## config.mk

```make
export PLATFORM = sky130hd
export DESIGN_NAME = ppc_top
export DESIGN_NICKNAME = d
export VERILOG_FILES = /design/src/logic/ppc_pkg.sv /design/src/logic/ppc_sync.sv /design/src/logic/ppc_pullup.sv /design/src/logic/ppc_top.sv
export SDC_FILE = /design/constraint.sdc
export NUM_CORES = 1
export LEC_CHECK = 0
export ABC_AREA = 1
export BUFFER_PORTS_ARGS = -buffer_cell sky130_fd_sc_hd__buf_2
export CAP_MARGIN = 20
export CORE_ASPECT_RATIO = 1.25
export CORE_MARGIN = 2
export CORE_UTILIZATION = 52
export CTS_CLUSTER_SIZE = 14
export DETAILED_ROUTE_END_ITERATION = 8
export PLACE_DENSITY_LB_ADDON = 0.15
export SLEW_MARGIN = 20
export SYNTH_ARGS = -nofsm -noshare
export SYNTH_HDL_FRONTEND = slang
export SYNTH_SLANG_ARGS = --single-unit
```

## constraint.sdc

```tcl
create_clock -name hclk -period 2 [get_ports hclk]
set_input_delay 0.1 -clock hclk [delete_from_list [all_inputs] [get_ports hclk]]
set_output_delay 0.1 -clock hclk [all_outputs]
set_load 0.05 [all_outputs]
```

## src/logic/ppc_pkg.sv

```systemverilog
// Purpose: Shared constants and carriers for the port pin pullup control block.
// Assumes: One 100 MHz clock, AHB-Lite register access, 32-bit data.
// Notes:   Every register takes one aligned word; unmapped reads return zero.
package ppc_pkg;

   localparam int unsigned PA_W = 4;
   localparam int unsigned PB_W = 6;
   localparam int unsigned PC_W = 2;
   localparam int unsigned PD_W = 7;
   localparam int unsigned PE_W = 2;

   localparam logic [7:0] OFF_DIR_A  = 8'h00;
   localparam logic [7:0] OFF_PUS_A  = 8'h04;
   localparam logic [7:0] OFF_KBF_A  = 8'h08;
   localparam logic [7:0] OFF_DIR_B  = 8'h0C;
   localparam logic [7:0] OFF_DIR_C  = 8'h10;
   localparam logic [7:0] OFF_PUS_C  = 8'h14;
   localparam logic [7:0] OFF_DIR_D  = 8'h18;
   localparam logic [7:0] OFF_PUS_D  = 8'h1C;
   localparam logic [7:0] OFF_FUN_D  = 8'h20;
   localparam logic [7:0] OFF_DIR_E  = 8'h24;
   localparam logic [7:0] OFF_FUN_E  = 8'h28;
   localparam logic [7:0] OFF_PUEN   = 8'h2C;
   localparam logic [7:0] OFF_STAT   = 8'h30;
   localparam logic [7:0] OFF_RSTREQ = 8'h34;

   localparam int unsigned FUN_D_SPI  = 0;
   localparam int unsigned FUN_D_TIM  = 1;
   localparam int unsigned FUN_E_SCI  = 0;
   localparam int unsigned PUEN_A_LSB = 0;
   localparam int unsigned PUEN_C_LSB = 4;
   localparam int unsigned PUEN_D_LSB = 6;
   localparam int unsigned STAT_IRQ   = 0;
   localparam int unsigned STAT_RPIN  = 1;

   localparam logic [31:0] RESET_WORD = 32'h0000_0000;
   localparam logic [1:0]  HTRANS_NONSEQ = 2'b10;

   // Configuration as seen by the pullup logic.
   typedef struct packed {
      logic [3:0] dir_a;
      logic [3:0] pus_a;
      logic [3:0] kbf_a;
      logic [5:0] dir_b;
      logic [1:0] dir_c;
      logic [1:0] pus_c;
      logic [6:0] dir_d;
      logic [6:0] pus_d;
      logic       spi_d;
      logic [2:0] tim_d;
      logic [1:0] dir_e;
      logic       sci_e;
   } ppc_cfg_t;

   // Pullup enables for the ports that have them.
   typedef struct packed {
      logic [3:0] pu_a;
      logic [1:0] pu_c;
      logic [6:0] pu_d;
   } ppc_pu_t;

endpackage

```

## src/logic/ppc_sync.sv

```systemverilog
// Purpose: Two-stage synchroniser for an asynchronous level.
// Assumes: Input may change at any time.
// Notes:   The first stage feeds only the second.
`timescale 1ns/10ps
module ppc_sync (
   input  wire logic hclk,
   input  wire logic hresetn,
   input  wire logic async_in,
   output logic      sync_out
);
   typedef struct packed {
      logic s1;
      logic s2;
   } ppc_sync_st_t;

   ppc_sync_st_t st_q;
   ppc_sync_st_t st_d;

   always_comb begin
      st_d    = st_q;
      st_d.s1 = async_in;
      st_d.s2 = st_q.s1;
   end

   always_ff @(posedge hclk or negedge hresetn) begin
      if (!hresetn) begin
         st_q <= '{s1: 1'b1, s2: 1'b1};
      end else begin
         st_q <= st_d;
      end
   end

   assign sync_out = st_q.s2;
endmodule

```

## src/logic/ppc_pullup.sv

```systemverilog
// Purpose: Per-bit pullup enables from direction, selection and function.
// Assumes: Configuration is registered upstream.
// Notes:   Purely combinational; the top registers the result.
`timescale 1ns/10ps
module ppc_pullup (
   input  wire ppc_pkg::ppc_cfg_t cfg,
   output wire ppc_pkg::ppc_pu_t  pu
);
   genvar i;
   generate
      for (i = 0; i < ppc_pkg::PA_W; i++) begin : g_a
         assign pu.pu_a[i] = (cfg.pus_a[i] & ~cfg.dir_a[i]) | cfg.kbf_a[i];
      end
      for (i = 0; i < ppc_pkg::PC_W; i++) begin : g_c
         assign pu.pu_c[i] = cfg.pus_c[i] & ~cfg.dir_c[i];
      end
      for (i = 0; i < ppc_pkg::PD_W; i++) begin : g_d
         assign pu.pu_d[i] = cfg.pus_d[i] & ~cfg.dir_d[i];
      end
   endgenerate
endmodule

```

## src/logic/ppc_top.sv

```systemverilog
// Purpose: Pullup, pin function and reset pin control for the general ports.
// Assumes: AHB-Lite single word transfers, hclk at 100 MHz.
// Notes:   Pin outputs are registered; zero wait state bus responses.
`timescale 1ns/10ps
// Notes on behaviour
// - Only ports A, C and D have selectable input pullups.
// - Each pullup is selected per bit.
// - A bit set as output has its pullup off, unless it is a port A bit with its keyboard function on.
// - Each port A bit may act as a keyboard interrupt input.
// - Keyboard function forces the pullup on while active.
// - Port B has no pullup logic.
// - Port D low four bits serve SPI; upper three bits serve timers individually.
// - Port D pullups stay per-pin selectable in peripheral function.
// - Port E bits can serve as serial receive and transmit.
// - A low external reset pin resets the whole device.
// - The reset pin is driven low while any internal reset source asserts.
// - The external interrupt pin is asynchronous and synchronised internally.
module ppc_top (
   input  wire logic        hclk,
   input  wire logic        hresetn,
   input  wire logic        hsel,
   input  wire logic [31:0] haddr,
   input  wire logic [1:0]  htrans,
   input  wire logic        hwrite,
   input  wire logic [2:0]  hsize,
   input  wire logic [31:0] hwdata,
   input  wire logic        hready,
   output logic [31:0]      hrdata,
   output logic             hreadyout,
   output logic             hresp,
   input  wire logic        irq_pin_in,
   input  wire logic        rst_pin_in,
   input  wire logic        int_reset_src,
   output logic             rst_pin_out,
   output logic             rst_pin_oe,
   output logic             irq_sync,
   output logic [3:0]       pu_a,
   output logic [1:0]       pu_c,
   output logic [6:0]       pu_d,
   output logic [3:0]       kbd_sel_a,
   output logic [5:0]       dir_b_out,
   output logic             spi_sel_d,
   output logic [2:0]       tim_sel_d,
   output logic             sci_sel_e,
   output logic             sys_reset_n
);

   typedef struct packed {
      ppc_pkg::ppc_cfg_t cfg;
      logic              sw_rst;
      logic              ph_valid;
      logic              ph_write;
      logic [7:0]        ph_addr;
      logic [31:0]       rdata;
      ppc_pkg::ppc_pu_t  pu;
      logic              rst_oe;
      logic              rpin_s1;
      logic              rpin_s2;
      logic              sysrst_n;
   } ppc_st_t;

   ppc_st_t          st_q;
   ppc_st_t          st_d;
   ppc_pkg::ppc_pu_t pu_w;
   logic             irq_s;
   logic             take;

   ppc_pullup u_pullup (
      .cfg (st_q.cfg),
      .pu  (pu_w)
   );

   ppc_sync u_irq_sync (
      .hclk     (hclk),
      .hresetn  (hresetn),
      .async_in (irq_pin_in),
      .sync_out (irq_s)
   );

   assign take = hsel & hready & (htrans == ppc_pkg::HTRANS_NONSEQ);

   always_comb begin
      st_d = st_q;
      // Data phase of a previously taken write.
      if (st_q.ph_valid && st_q.ph_write) begin
         if (st_q.ph_addr == ppc_pkg::OFF_DIR_A) begin
            st_d.cfg.dir_a = hwdata[3:0];
         end else if (st_q.ph_addr == ppc_pkg::OFF_PUS_A) begin
            st_d.cfg.pus_a = hwdata[3:0];
         end else if (st_q.ph_addr == ppc_pkg::OFF_KBF_A) begin
            st_d.cfg.kbf_a = hwdata[3:0];
         end else if (st_q.ph_addr == ppc_pkg::OFF_DIR_B) begin
            st_d.cfg.dir_b = hwdata[5:0];
         end else if (st_q.ph_addr == ppc_pkg::OFF_DIR_C) begin
            st_d.cfg.dir_c = hwdata[1:0];
         end else if (st_q.ph_addr == ppc_pkg::OFF_PUS_C) begin
            st_d.cfg.pus_c = hwdata[1:0];
         end else if (st_q.ph_addr == ppc_pkg::OFF_DIR_D) begin
            st_d.cfg.dir_d = hwdata[6:0];
         end else if (st_q.ph_addr == ppc_pkg::OFF_PUS_D) begin
            st_d.cfg.pus_d = hwdata[6:0];
         end else if (st_q.ph_addr == ppc_pkg::OFF_FUN_D) begin
            st_d.cfg.spi_d = hwdata[ppc_pkg::FUN_D_SPI];
            st_d.cfg.tim_d = hwdata[ppc_pkg::FUN_D_TIM +: 3];
         end else if (st_q.ph_addr == ppc_pkg::OFF_DIR_E) begin
            st_d.cfg.dir_e = hwdata[1:0];
         end else if (st_q.ph_addr == ppc_pkg::OFF_FUN_E) begin
            st_d.cfg.sci_e = hwdata[ppc_pkg::FUN_E_SCI];
         end else if (st_q.ph_addr == ppc_pkg::OFF_RSTREQ) begin
            st_d.sw_rst = hwdata[0];
         end
      end
      // Address phase capture.
      st_d.ph_valid = take;
      st_d.ph_write = hwrite;
      st_d.ph_addr  = haddr[7:0];
      // Read data follows any write stored at the same edge.
      if (take && !hwrite) begin
         st_d.rdata = ppc_pkg::RESET_WORD;
         if (haddr[7:0] == ppc_pkg::OFF_DIR_A) begin
            st_d.rdata = 32'(st_d.cfg.dir_a);
         end else if (haddr[7:0] == ppc_pkg::OFF_PUS_A) begin
            st_d.rdata = 32'(st_d.cfg.pus_a);
         end else if (haddr[7:0] == ppc_pkg::OFF_KBF_A) begin
            st_d.rdata = 32'(st_d.cfg.kbf_a);
         end else if (haddr[7:0] == ppc_pkg::OFF_DIR_B) begin
            st_d.rdata = 32'(st_d.cfg.dir_b);
         end else if (haddr[7:0] == ppc_pkg::OFF_DIR_C) begin
            st_d.rdata = 32'(st_d.cfg.dir_c);
         end else if (haddr[7:0] == ppc_pkg::OFF_PUS_C) begin
            st_d.rdata = 32'(st_d.cfg.pus_c);
         end else if (haddr[7:0] == ppc_pkg::OFF_DIR_D) begin
            st_d.rdata = 32'(st_d.cfg.dir_d);
         end else if (haddr[7:0] == ppc_pkg::OFF_PUS_D) begin
            st_d.rdata = 32'(st_d.cfg.pus_d);
         end else if (haddr[7:0] == ppc_pkg::OFF_FUN_D) begin
            st_d.rdata = 32'({st_d.cfg.tim_d, st_d.cfg.spi_d});
         end else if (haddr[7:0] == ppc_pkg::OFF_DIR_E) begin
            st_d.rdata = 32'(st_d.cfg.dir_e);
         end else if (haddr[7:0] == ppc_pkg::OFF_FUN_E) begin
            st_d.rdata = 32'(st_d.cfg.sci_e);
         end else if (haddr[7:0] == ppc_pkg::OFF_PUEN) begin
            st_d.rdata[ppc_pkg::PUEN_A_LSB +: ppc_pkg::PA_W] = st_q.pu.pu_a;
            st_d.rdata[ppc_pkg::PUEN_C_LSB +: ppc_pkg::PC_W] = st_q.pu.pu_c;
            st_d.rdata[ppc_pkg::PUEN_D_LSB +: ppc_pkg::PD_W] = st_q.pu.pu_d;
         end else if (haddr[7:0] == ppc_pkg::OFF_STAT) begin
            st_d.rdata[ppc_pkg::STAT_IRQ]  = irq_s;
            st_d.rdata[ppc_pkg::STAT_RPIN] = st_q.rpin_s2;
         end else if (haddr[7:0] == ppc_pkg::OFF_RSTREQ) begin
            st_d.rdata = 32'(st_d.sw_rst);
         end
      end
      st_d.pu = pu_w;
      // Pin drive for any internal reset source.
      st_d.rst_oe = int_reset_src | st_q.sw_rst;
      st_d.rpin_s1 = rst_pin_in;
      st_d.rpin_s2 = st_q.rpin_s1;
      // A low reset pin resets the system, including a self-driven low.
      st_d.sysrst_n = st_q.rpin_s2;
      if (!st_q.rpin_s2) begin
         st_d.cfg    = '0;
         st_d.sw_rst = 1'b0;
      end
   end

   always_ff @(posedge hclk or negedge hresetn) begin
      if (!hresetn) begin
         st_q          <= '0;
         st_q.rpin_s1  <= 1'b1;
         st_q.rpin_s2  <= 1'b1;
         st_q.sysrst_n <= 1'b0;
      end else begin
         st_q <= st_d;
      end
   end

   assign hrdata      = st_q.rdata;
   assign hreadyout   = 1'b1;
   assign hresp       = 1'b0;
   assign rst_pin_out = 1'b0;
   assign rst_pin_oe  = st_q.rst_oe;
   assign irq_sync    = irq_s;
   assign pu_a        = st_q.pu.pu_a;
   assign pu_c        = st_q.pu.pu_c;
   assign pu_d        = st_q.pu.pu_d;
   assign kbd_sel_a   = st_q.cfg.kbf_a;
   assign dir_b_out   = st_q.cfg.dir_b;
   assign spi_sel_d   = st_q.cfg.spi_d;
   assign tim_sel_d   = st_q.cfg.tim_d;
   assign sci_sel_e   = st_q.cfg.sci_e;
   assign sys_reset_n = st_q.sysrst_n;

endmodule

```

# After elaboration in Yosys (flattened, before gate mapping)
# Cells that the tools add are included.
[word_totals] reg_bits=105 input_bits=77 out_inout_bits=66 wordCells=129
[classes] eq_ne=25 muxes=40 n_bitwise=33 reduce_logical=5
[op_table] operator="32-bit 2-to-1 mux" n=12
[op_table] operator="44-bit 2-to-1 mux" n=2
[op_table] operator="8-bit by 6-bit equality test with 1-bit output, second input constant" n=10
[op_table] operator="8-bit by 5-bit equality test with 1-bit output, second input constant" n=8
[op_table] operator="40-bit 2-to-1 mux" n=1
[op_table] operator="36-bit 2-to-1 mux" n=1
[op_table] operator="8-bit by 4-bit equality test with 1-bit output, second input constant" n=4
[op_table] operator="26-bit 2-to-1 mux" n=1
[op_table] operator="24-bit 2-to-1 mux" n=1
[op_table] operator="22-bit 2-to-1 mux" n=1
[op_table] operator="4-bit 2-to-1 mux" n=5
[op_table] operator="19-bit 2-to-1 mux" n=1
[op_table] operator="8-bit by 3-bit equality test with 1-bit output, second input constant" n=2
[op_table] operator="8-bit logical NOT" n=2
[op_table] operator="1-bit bitwise AND" n=15
[op_table] operator="15-bit 2-to-1 mux" n=1
[op_table] operator="7-bit 2-to-1 mux" n=2
[op_table] operator="13-bit 2-to-1 mux" n=1
[op_table] operator="1-bit NOT" n=13
[op_table] operator="2-bit 2-to-1 mux" n=5
[op_table] operator="8-bit 2-to-1 mux" n=1
[op_table] operator="6-bit 2-to-1 mux" n=1
[op_table] operator="1-bit bitwise OR" n=5
[op_table] operator="1-bit 2-to-1 mux" n=4
[op_table] operator="other kinds (3)" n=4

# Depth between registers and ports, before layout
# Gate-level depths: netlist (run 1).
[depth] word_depth=28 ltp_mapped=16 mapped_depth_nobuf=16

# Modules after synthesis
# Synthesis (run 1) repeated with hierarchy kept, for this count alone.
[hier_totals] hier_cells=602 area_unflattened_um2=4742.0
[by_module_without_submodules] module="ppc_top" n_inst=1 cells_each=566 area_per_inst_um2=4539.4 seq_area_each_um2=2104.5
[by_module_without_submodules] module="ppc_pullup" n_inst=1 cells_each=34 area_per_inst_um2=150.1 seq_area_each_um2=0.0
[by_module_without_submodules] module="ppc_sync" n_inst=1 cells_each=2 area_per_inst_um2=52.6 seq_area_each_um2=52.6

# Worst setup path after synthesis (run 1)
# No wires, ideal clock.
[synth_timing] path_kind="reg2reg" startpoint="register st_q[54] (netlist name)" endpoint="register st_q (netlist bit hrdata[1])" setup_time_ns=0.116 t_arrival_ns=1.543 required_time_ns=1.884 path_slack_ns=0.340 stages_incl_launch_ff=12 n_path_buf=0 period_less_slack_ns=1.660 path_cell_list="dfrtp_1 -> inv_2 -> nand2_1 -> nor2_4 -> nand2_1 -> nor3_1 -> mux2i_1 -> nor2_1 -> nor2_1 -> nand3_1 -> nand2_1 -> nand2_1"
[synth_via] elab_chain_cells=22 elab_cells_between_ends=40 cone_classes="eq/ne: 9; mux: 30; reduce/logical: 1"
[synth_lines] element="start, declared" line="ppc_top.sv:62" text="ppc_st_t st_q;"
[synth_lines] element="start signal, assigned" line="ppc_top.sv:173" text="st_q <= st_d;"
[synth_lines] element="8-bit by 6-bit equality test with 1-bit output" line="ppc_top.sv:105" text="end else if (st_q.ph_addr == ppc_pkg::OFF_DIR_E) begin"
[synth_lines] element="2-bit 2-to-1 mux" line="ppc_top.sv:105"
[synth_lines] element="4-bit 2-to-1 mux" line="ppc_top.sv:102" text="end else if (st_q.ph_addr == ppc_pkg::OFF_FUN_D) begin"
[synth_lines] element="8-bit 2-to-1 mux" line="ppc_top.sv:100" text="end else if (st_q.ph_addr == ppc_pkg::OFF_PUS_D) begin"
[synth_lines] element="15-bit 2-to-1 mux" line="ppc_top.sv:98" text="end else if (st_q.ph_addr == ppc_pkg::OFF_DIR_D) begin"
[synth_lines] element="22-bit 2-to-1 mux" line="ppc_top.sv:96" text="end else if (st_q.ph_addr == ppc_pkg::OFF_PUS_C) begin"
[synth_lines] element="24-bit 2-to-1 mux" line="ppc_top.sv:94" text="end else if (st_q.ph_addr == ppc_pkg::OFF_DIR_C) begin"
[synth_lines] element="26-bit 2-to-1 mux" line="ppc_top.sv:92" text="end else if (st_q.ph_addr == ppc_pkg::OFF_DIR_B) begin"
[synth_lines] element="[6 not listed]"
[synth_lines] element="32-bit 2-to-1 mux" line="ppc_top.sv:134" text="end else if (haddr[7:0] == ppc_pkg::OFF_PUS_D) begin"
[synth_lines] element="32-bit 2-to-1 mux" line="ppc_top.sv:132" text="end else if (haddr[7:0] == ppc_pkg::OFF_DIR_D) begin"
[synth_lines] element="32-bit 2-to-1 mux" line="ppc_top.sv:130" text="end else if (haddr[7:0] == ppc_pkg::OFF_PUS_C) begin"
[synth_lines] element="32-bit 2-to-1 mux" line="ppc_top.sv:128" text="end else if (haddr[7:0] == ppc_pkg::OFF_DIR_C) begin"
[synth_lines] element="32-bit 2-to-1 mux" line="ppc_top.sv:126" text="end else if (haddr[7:0] == ppc_pkg::OFF_DIR_B) begin"
[synth_lines] element="32-bit 2-to-1 mux" line="ppc_top.sv:124" text="end else if (haddr[7:0] == ppc_pkg::OFF_KBF_A) begin"
[synth_lines] element="32-bit 2-to-1 mux" line="ppc_top.sv:122" text="end else if (haddr[7:0] == ppc_pkg::OFF_PUS_A) begin"
[synth_lines] element="32-bit 2-to-1 mux (*)" line="ppc_top.sv:120" text="if (haddr[7:0] == ppc_pkg::OFF_DIR_A) begin"
# Mark *: on every way between the ends. The rest lies on a longest branch, timed or not.
# A chain may end at the register's enable or synchronous reset.

# Worst setup path in the final report (run 1)
[layout_timing] startpoint="register st_q[51] (netlist name)" endpoint="register st_q (netlist bit hrdata[1])"
# The elaborated chain is that of the path after synthesis.

==> flow_summary.ini, run 1 <==
[detailed_routing]
postRouteAntennaNets = 0
via_count = 3976
drtPass1Iterations = 5
routed_wl_mm = 11.3
drc = 0
wl_per_cell_um = 13.8
avgViaCountPerCell = 4.87
drt_iter0_drc = 224

[final_layout]
fin_area_sq_um = 5600
antennaDiodeCount = 0
nFillCells = 806
layout-drive-gt1-share_pct = 22.8
multi_input_area_sq_um = 2010
final_util_pct = 62.1
syn_to_final_growth_pct = 17.8
stdcell_count = 817
register_area_sq_um = 2160
nets = 766

[power]
powerDensity_nw_per_um2 = 713
clock_power_share_pct = 45.7
switching_share_pct = 25.1
pwr-share-seq_pct = 44.7
ir_worst_vdd_v = 0.000493
power.total_mw = 4.00
p_leak_nw = 3.00
power.internal_mw = 2.99
combPwrFrac_pct = 9.6
p_switching_mw = 1.00

[synth]
synth.area.top_cells = dfrtp_1 (43%), nand2_1 (13%), buf_4 (9.6%)
synthDistinctLibCells = 35
avgSynthCellArea_sq_um = 7.55
netlist.area_leader.share_pct = 43.1
synth-seq-area-share_pct = 45.4
ys_async_sr_fraction_pct = 100
synth_edf_count = 0
yosys.area.top_type = dfrtp_1
ys_seq_elements = 86
synth.cell_area_sq_um = 4760
synth_flop_cell = dfrtp_1
syn_inst = 630
ys_warn_count = 0

[clock_network]
clock_sinks = 86
insertion_delay_ns = 0.35
cts_root_buf = clkbuf_16
clock_path_buffers = 2
cts_htree_levels = 3
cts_buffers = 9
clkSlewWorstSetupHoldPaths_ns = 0.06
cts_tree = yes

[setup_path]
rrSetupSlack_ns = 0.09
crit_required_ns = 2.24
reg2reg_to = hrdata[1]
cp_top_family = simple AND/OR/NAND/NOR gates
slowest_stage = dfrtp_1
worstPathCellList = inv_2 > nand2_1 > nor2_4 > buf_4 > nand2_2 > nor3_2 > mux2i_1 > nor2_1 > nor2_1 > nand3_1 > nand2_1 > nand2_1
reg2reg_depth = 12
rr_startpoint = st_q[51]
max_stage_delay_ns = 0.40
startpoint_type = flip-flop
path_depth = 12
cp.arrival_ns = 2.16
crit_top_cell = nand2_1
worstSetupStartpoint = st_q[51]
endpoint = hrdata[1]
crit_buf_inv = 2
crit_fanout = 4
end_kind = flip-flop
crit_type = reg2reg

[timing]
slew_viol_final = 0
finalHoldViolCount = 0
min_period_ns = 1.91
max_freq_mhz = 522
timing.slew.headroom_pct = 65.8
tightest_slew_ns = 0.513
rsz0062_at_grt = true
fin_crit_sh_pct = 95.7
finalSetupViolCount = 0
tns_ns = 0
skew_ns = 0.00810

[floorplan]
die-area_sq_um = 9930
fp.coreArea_sq_um = 9030
die_w_um = 89.5
row_count = 39
die_y_um = 111
num_io_pins = 143
start_util_pct = 52.7

[global_routing]
track_usage_pct = 23.6
first_global_vias = 3804
grt_max_degree = 48
antenna_found_initial = 0
grt_pass1_wl_mm = 17.7
grt-ovfl-total = 0

[worst_hold_path]
min-delay-start = hready
hold_class = in2reg

[outcome]
status = completed

[placed_design]
port_buffers = 68
gp_congestion = 0.862
hpwl_mm = 8.03
dpl_cell_area_sq_um = 4980
placed_cells = 786

[flow_run]
drv_cap = 0
-- worst min-delay path by stage --
stage | to | cells past startpoint
2_1_floorplan | dir_b_out[0] | 0
3_3_place_gp | hrdata[9] | 1
3_5_place_dp | hrdata[9] | 1
4_1_cts | st_q[58] | 3
5_1_grt | st_q[58] | 3
6_report | st_q[58] | 3
-- synthesized netlist by cell type, drive strengths merged, types with 6 or more instances --
master  instances
clkbuf          9
o21ai          52
a21oi          11
nor3            6
or2             8
nand3          28
nand2         164
o211ai          6
dfrtp          82
nor2          102
buf            66
inv            74
-- what timing repair did --
item / CTS / global route
endpoints found under the setup margin: 3 / 7
pin swaps: 0 / 11
endpoints found under the hold margin: 48 / 0
setup buffers: 0 / 1
hold buffers: 14 / 0
resized for setup: 4 / 42
-- metal layers --
layer / global-route usage [%] / routed length, um / share of wire (%) / vias up
met2: 38.9 / 5710 / 51 / 108
met1: 30.2 / 4780 / 42 / 1851
met3: 3.87 / 513 / 4.6 / 20
met4: 10.1 / 264 / 2.3 / 0
li1: - / - / - / 1997
met5: 0 / 0 / 0 / -
-- registers in the layout, summed over array words and instances (netlist names) --
signal,count
st_q,39
hrdata,13
pu_d,7
dir_b_out,6
kbd_sel_a,4
pu_a,4
tim_sel_d,3
pu_c,2
st_d,2
rst_pin_oe,1
sci_sel_e,1
spi_sel_d,1
sys_reset_n,1
u_irq_sync.st_d,1
u_irq_sync.sync_out,1
-- worst reg2reg max path, cell delays in order (launching register included) --
cell and delay (ns):
dfrtp_1 0.40, inv_2 0.12, nand2_1 0.10, nor2_4 0.12
buf_4 0.12, nand2_2 0.09, nor3_2 0.21, mux2i_1 0.25
nor2_1 0.06, nor2_1 0.10, nand3_1 0.11, nand2_1 0.10
nand2_1 0.05
-- logic make-up (layout without fill, tap and decap cells) --
group	after synthesis	after routing	synth area share [%]
compound gates	74	74	8.66
buf+inv	150	194	17.0
flops	86	86	45.4
mux	4	4	0.842
other cells	2	22	0.158
simple gates	314	314	27.9
-- area by class of cell --
cell class                 count  area share (%)
timing repair buffer         103            12.0
multi-input combinational    414            35.9
clock buffer                  11            4.33
inverter                      75            5.02
clock inverter                 5            1.47
tap                          123            2.75
sequential                    86            38.5
-- layout by cell type (no fill, tap or decap), drive strengths merged, types with 14 or more instances in the layout --
| master | n |
|---|---|
| buf | 89 |
| inv | 74 |
| conb | 22 |
| nand2 | 164 |
| nand3 | 28 |
| dfrtp | 82 |
| nor2 | 102 |
| o21ai | 52 |
| dlygate4sd3 | 14 |
-- stage by stage --
step / hold WS [ns] / worst slack, ns
CTS: 0.0140 / 0.0316
global placement: 0.106 / -0.0251
finish: 0.0185 / 0.0858
detailed placement: 0.110 / -0.0543
global route: 0.0376 / -0.0765
floorplan: -0.196 / 0.340
-- power groups by stage --
stage                     Combinational (mW)  Clock [mW]  Sequential [mW]
final                                  0.383        1.83             1.79
after global routing                   0.415        1.92             1.79
after CTS                              0.368        1.84             1.79
after detailed placement               0.345           0             1.82
after global placement                 0.341           0             1.82
after floorplan                        0.251           0             1.83
No activity file was read; power rests on OpenSTA's default activity.
==> run 2: changes to the inputs <==
Settings changed: CTS_CLUSTER_DIAMETER set to 150, SYNTH_HIERARCHICAL set to 1.
==> run 2 against run 1 <==
  * Count of clock-buffer cells in the layout unchanged
  * The flow now finishes with violations (negative setup slack)
  * Power decreased by 15%
  * Worst setup slack got worse by 0.12 ns
  * Sequential power about the same
  * Non-clock buffer count increased by 18
  * Utilization increased by 0.21 points
  * Sequential cell count unchanged
  * Largest power group is now registers
  * Design area decreased by 2.2%
  * Final cell count decreased by 1.3%
==> flow_summary.ini, run 2 <==
[outcome]
status = finished with violations
violations = negative setup slack

[timing]
setup_ws_ns = -0.0305
min_period_ns = 2.03
max_freq_mhz = 492
finalHoldViolCount = 0
holdWs_ns = 0.0897
fin_crit_sh_pct = 102
finalSetupViolCount = 2
rsz0062_at_grt = true
slew_viol_final = 0
skew_ns = 0.00596

[synth]
synth.most_common_cell = nand2_1
ys_warn_count = 6
synth-seq-area-share_pct = 45.5
avgSynthCellArea_sq_um = 7.88
synthTopCellsByCount = nand2_1 (118), nor2_1 (91), dfrtp_1 (82), buf_4 (61), inv_1 (61)
yosys.area.top_type = dfrtp_1
syn_inst = 602
synth_edf_count = 0
synth.area.top_cells = dfrtp_1 (43%), buf_4 (9.7%), nand2_1 (9.3%)
ys_seq_elements = 86
netlist.area_leader.share_pct = 43.3
ys_async_sr_fraction_pct = 100
synth.cell_area_sq_um = 4740
synth_flop_cell = dfrtp_1
synthDistinctLibCells = 38

[clock_network]
cts_buffers = 9
cts_root_buf = clkbuf_8
clock_sinks = 86
insertion_delay_ns = 0.37
cts_htree_levels = 3
clock_path_buffers = 2
cts_tree = yes
clkSlewWorstSetupHoldPaths_ns = 0.08

[detailed_routing]
avgViaCountPerCell = 4.99
via_count = 4024
routed_wl_mm = 11.1
wl_per_cell_um = 13.8
drt_iter0_drc = 206
drtPass1Iterations = 4
drc = 0
postRouteAntennaNets = 0

[worst_hold_path]
hold_class = in2reg

[final_layout]
regMostFlops = st_q
syn_to_final_growth_pct = 15.5
layout-drive-gt1-share_pct = 25.9
largest_reg_flops = 39
mostFrequentLayoutCells = nand2_1 (115), nor2_1 (89), dfrtp_1 (82), buf_2 (67), inv_1 (61)
final_common_cell = nand2_1
nets = 758
stdcell_count = 806
antennaDiodeCount = 0

[power]
ir_worst_vdd_v = 0.000458
powerDensity_nw_per_um2 = 622
p_leak_nw = 2.78
power.total_mw = 3.41

[setup_path]
cp_top_family = simple AND/OR/NAND/NOR gates
crit_buf_inv = 1
max_stage_delay_ns = 0.40
crit_required_ns = 2.27
startpoint_type = flip-flop
crit_fanout = 6
worstPathCellList = inv_2 > nand2_2 > nor2_4 > nand2_2 > nor2_2 > o21ai_2 > o211ai_1 > nand2_1 > nor2_1 > nand4_1 > nor2_2 > nand4_1 > nand2_1 > nand2_1
crit_type = reg2reg
cp.arrival_ns = 2.30
crit_top_cell = nand2_1
slowest_stage = dfrtp_1
end_kind = flip-flop

[global_routing]
track_usage_pct = 23.3
grt_pass1_wl_mm = 17.8
antenna_found_initial = 0
first_global_vias = 3829
grt_max_degree = 45
grt-ovfl-total = 0

[placed_design]
placed_cells = 765
hpwl_mm = 8.01
gp_congestion = 0.896
port_buffers = 68

[floorplan]
start_util_pct = 53.9
num_io_pins = 143
row_count = 38
die_y_um = 111
die_w_um = 89.4
die-area_sq_um = 9900
fp.coreArea_sq_um = 8800

[flow_run]
drv_cap = 0
-- run 2: cell types whose count changed in the layout (fill, tap and decap cells not counted), sizes merged, moves of 2 or more --
cell	before	now
a21oi	11	25
nor2	102	110
buf	89	106
or2	8	10
nand2	164	124
inv	74	68
mux2i	4	1
nand4	5	8
o21ai	52	50
-- run 2: logic make-up after synthesis --
| family | count (synthesis) | synth area share [%] |
|---|---|---|
| other cells | 2 | 0.158 |
| mux | 1 | 0.211 |
| simple gates | 288 | 28.3 |
| buf+inv | 142 | 16.5 |
| flops | 86 | 45.5 |
| compound gates | 83 | 9.29 |
-- run 2: cell type report --
cell class,instances,area [sq um]
fillers,840,3320
repair buffers,121,795
inverters,69,260
flip-flops and latches,86,2160
multi-input cells,394,1920
well taps,120,150
clock inverters,5,57.6
clock buffers,11,141
-- run 2: power breakdown --
part           switching [mW]  internal [mW]  total [mW]
sequential             0.0174           1.77        1.78
clock                   0.630          0.614        1.24
combinational           0.281         0.0977       0.378
total                   0.928           2.48        3.41
-- run 2: final timing paths --
kind,depth (start not counted),slack (ns),startpoint,end
hold / removal,5,0.09,hwdata[6],st_q[80]
setup / recovery,14,-0.03,st_q[52],hrdata[1]
setup reg to reg,14,-0.03,st_q[52],hrdata[1]
hold reg to reg,0,0.36,st_d[1],st_d[0]
min in group asynchronous,2,0.22,hresetn,hrdata[9]
max in group asynchronous,3,1.13,hresetn,st_d[0]
-- run 2: per-stage QoR --
step           util, %  setup slack [ns]  setup TNS, ns  area [sq um]
6_report          62.3           -0.0305        -0.0378          5480
4_1_cts           61.6           -0.0160        -0.0160          5420
2_1_floorplan        -             0.308              0          4820
3_3_place_gp      57.0           0.00217              0          5020
5_1_grt           62.3            -0.193         -0.972          5480
3_5_place_dp      57.0           -0.0169        -0.0190          5020
-- run 2: repair_timing --
item / in CTS / in global routing
gates resized for setup: 3 / 10
setup endpoints to repair: 2 / 7
setup buffers: 5 / 5
hold endpoints to repair: 44 / 0
hold buffers: 15 / 0
pin swaps: 6 / 12
-- run 2: tightest hold or removal path, cell delays in order --
cell and delay, ns:
buf_2 0.07, inv_1 0.04, nand2_1 0.05, o21ai_1 0.07, nor2_1 0.08
-- run 2: per-layer routing --
metal	up-vias	track usage, %	part of all wire, %
li1	1969	-	-
met1	1887	28.4	41
met2	135	38.4	49
met3	33	3.80	5.3
met4	0	12.7	4.2
met5	-	0	0
==> run 3: changes to the inputs <==
Settings changed: SKIP_CTS_REPAIR_TIMING set to 1.
Clock period 2 ns to 2.2 ns, I/O delays scaled along.
==> run 3 against run 2 <==
  * The run now ends clean
  * Fmax down 2.2%
  * Utilization is 1.9 points lower
  * Sequential share of layout area is 1.2 points higher
  * Clock skew grew 0.0016 ns
  * Count of clock-buffer cells in the layout is 2 lower
  * Sequential power decreased by 9%
  * Register-to-register slack improved by 0.15 ns
  * Clock power about the same
  * Combinational power fell by 15%
  * Critical path depth is the same
  * Critical endpoint unchanged
  * Largest power group unchanged
  * Highest routed layer unchanged
==> flow_summary.ini, run 3 (synthesis gave the netlist of run 2 again) <==
[outcome]
status = completed

[placed_design]
hpwl_mm = 7.77
place_ws_ns = 0.132
port_buffers = 68
gp_congestion = 0.854
dpl_cell_area_sq_um = 4900

[timing]
setup_ws_ns = 0.124
fin_crit_sh_pct = 94.4
tightest_slew_ns = 0.602
min_period_ns = 2.08
max_freq_mhz = 482
skew_ns = 0.00754
finalHoldViolCount = 0
slew_viol_final = 0
finalSetupViolCount = 0
holdWs_ns = 0.125
timing.slew.headroom_pct = 59.9
rsz0062_at_grt = true

[detailed_routing]
drt_iter0_drc = 200
avgViaCountPerCell = 4.94
drtPass1Iterations = 4
postRouteAntennaNets = 0
routed_wl_mm = 10.7
wl_per_cell_um = 13.7
via_count = 3871
drc = 0

[final_layout]
mostFrequentLayoutCells = nand2_1 (118), nor2_1 (90), dfrtp_1 (82), buf_2 (67), inv_1 (61)
final_common_cell = nand2_1
fin_area_sq_um = 5320
layout-drive-gt1-share_pct = 22.5
syn_to_final_growth_pct = 12.1
largest_reg_flops = 39
nets = 735
antennaDiodeCount = 0
final_util_pct = 60.4
regMostFlops = st_q

[clock_network]
clock_sinks = 86
clock_path_buffers = 2
cts_tree = yes
cts_buffers = 9
insertion_delay_ns = 0.37
clkSlewWorstSetupHoldPaths_ns = 0.09
cts_htree_levels = 3
cts_root_buf = clkbuf_8

[floorplan]
fp.coreArea_sq_um = 8800
die_y_um = 111
die_w_um = 89.4
die-area_sq_um = 9900
row_count = 38
start_util_pct = 53.9
num_io_pins = 143

[global_routing]
first_global_vias = 3603
antenna_found_initial = 0
grtUsageMet3_pct = 4.47
grt-ovfl-total = 0
track_usage_pct = 22.7
grt_pass1_wl_mm = 17.2
use_met2_pct = 36.7
grt_util_met1_pct = 29.4
top_usage_layer = met2
grt_max_degree = 46

[setup_path]
worstSetupStartpoint = st_q[55]
end_kind = flip-flop
cp.arrival_ns = 2.34
rr_startpoint = st_q[55]
crit_type = reg2reg
startpoint_type = flip-flop
crit_fanout = 7
crit_required_ns = 2.47

[flow_run]
drv_cap = 0

[power]
ir_worst_vdd_v = 0.000411
powerDensity_nw_per_um2 = 599
p_leak_nw = 2.66

[worst_hold_path]
min-delay-start = hwdata[4]
hold_class = in2reg
run 3: final cells by class:
class / count / area, sq um
Inverter: 69 / 263
Timing Repair Buffer: 98 / 631
Clock inverter: 7 / 95.1
Tap cell: 120 / 150
Fill cell: 831 / 3480
Sequential cell: 86 / 2160
Clock buffer: 9 / 124
Multi-Input combinational cell: 394 / 1900
run 3: worst paths after layout:
| check | end | slack [ns] | cells past startpoint |
|---|---|---|---|
| max | hrdata[1] | 0.12 | 14 |
| min | st_q[71] | 0.13 | 5 |
| max reg2reg | hrdata[1] | 0.12 | 14 |
| min reg2reg | u_irq_sync/sync_out | 0.36 | 0 |
| max in group asynchronous | st_q[81] | 1.32 | 3 |
| min in group asynchronous | hrdata[12] | 0.29 | 2 |
run 3: worst max-delay path, cell delays in order (launching register included):
cell and delay (ns):
dfrtp_1 0.41, inv_1 0.06, nand2_1 0.09, nor2_4 0.22, nand2_2 0.13, nor2_1 0.11
o21ai_1 0.08, o21ai_1 0.12, nor2_1 0.07, nor2_1 0.11, nand4_1 0.13, nor2_2 0.18
nand4_1 0.10, nand2_1 0.10, nand2_1 0.06
run 3: power by group:
group	internal (mW)	switching, mW	leakage [nW]
clock	0.643	0.596	0.110
sequential	1.61	0.0162	1.16
combinational	0.0737	0.248	1.39
total	2.32	0.861	2.66
run 3: stage by stage:
| stage | total power [mW] | TNS, ns | cells |
|---|---|---|---|
| after floorplan | 1.88 | 0 | 622 |
| after global placement | 1.95 | 0 | 748 |
| after detailed placement | 1.95 | 0 | 748 |
| after CTS | 3.19 | 0 | 764 |
| after global routing | 3.31 | -0.0833 | 783 |
| final | 3.18 | 0 | 783 |
run 3: metal layers:
metal	share of wire [%]	up-vias
met5	0	-
met4	3.2	0
met3	4.5	28
met2	50	111
met1	42	1811
li1	-	1921
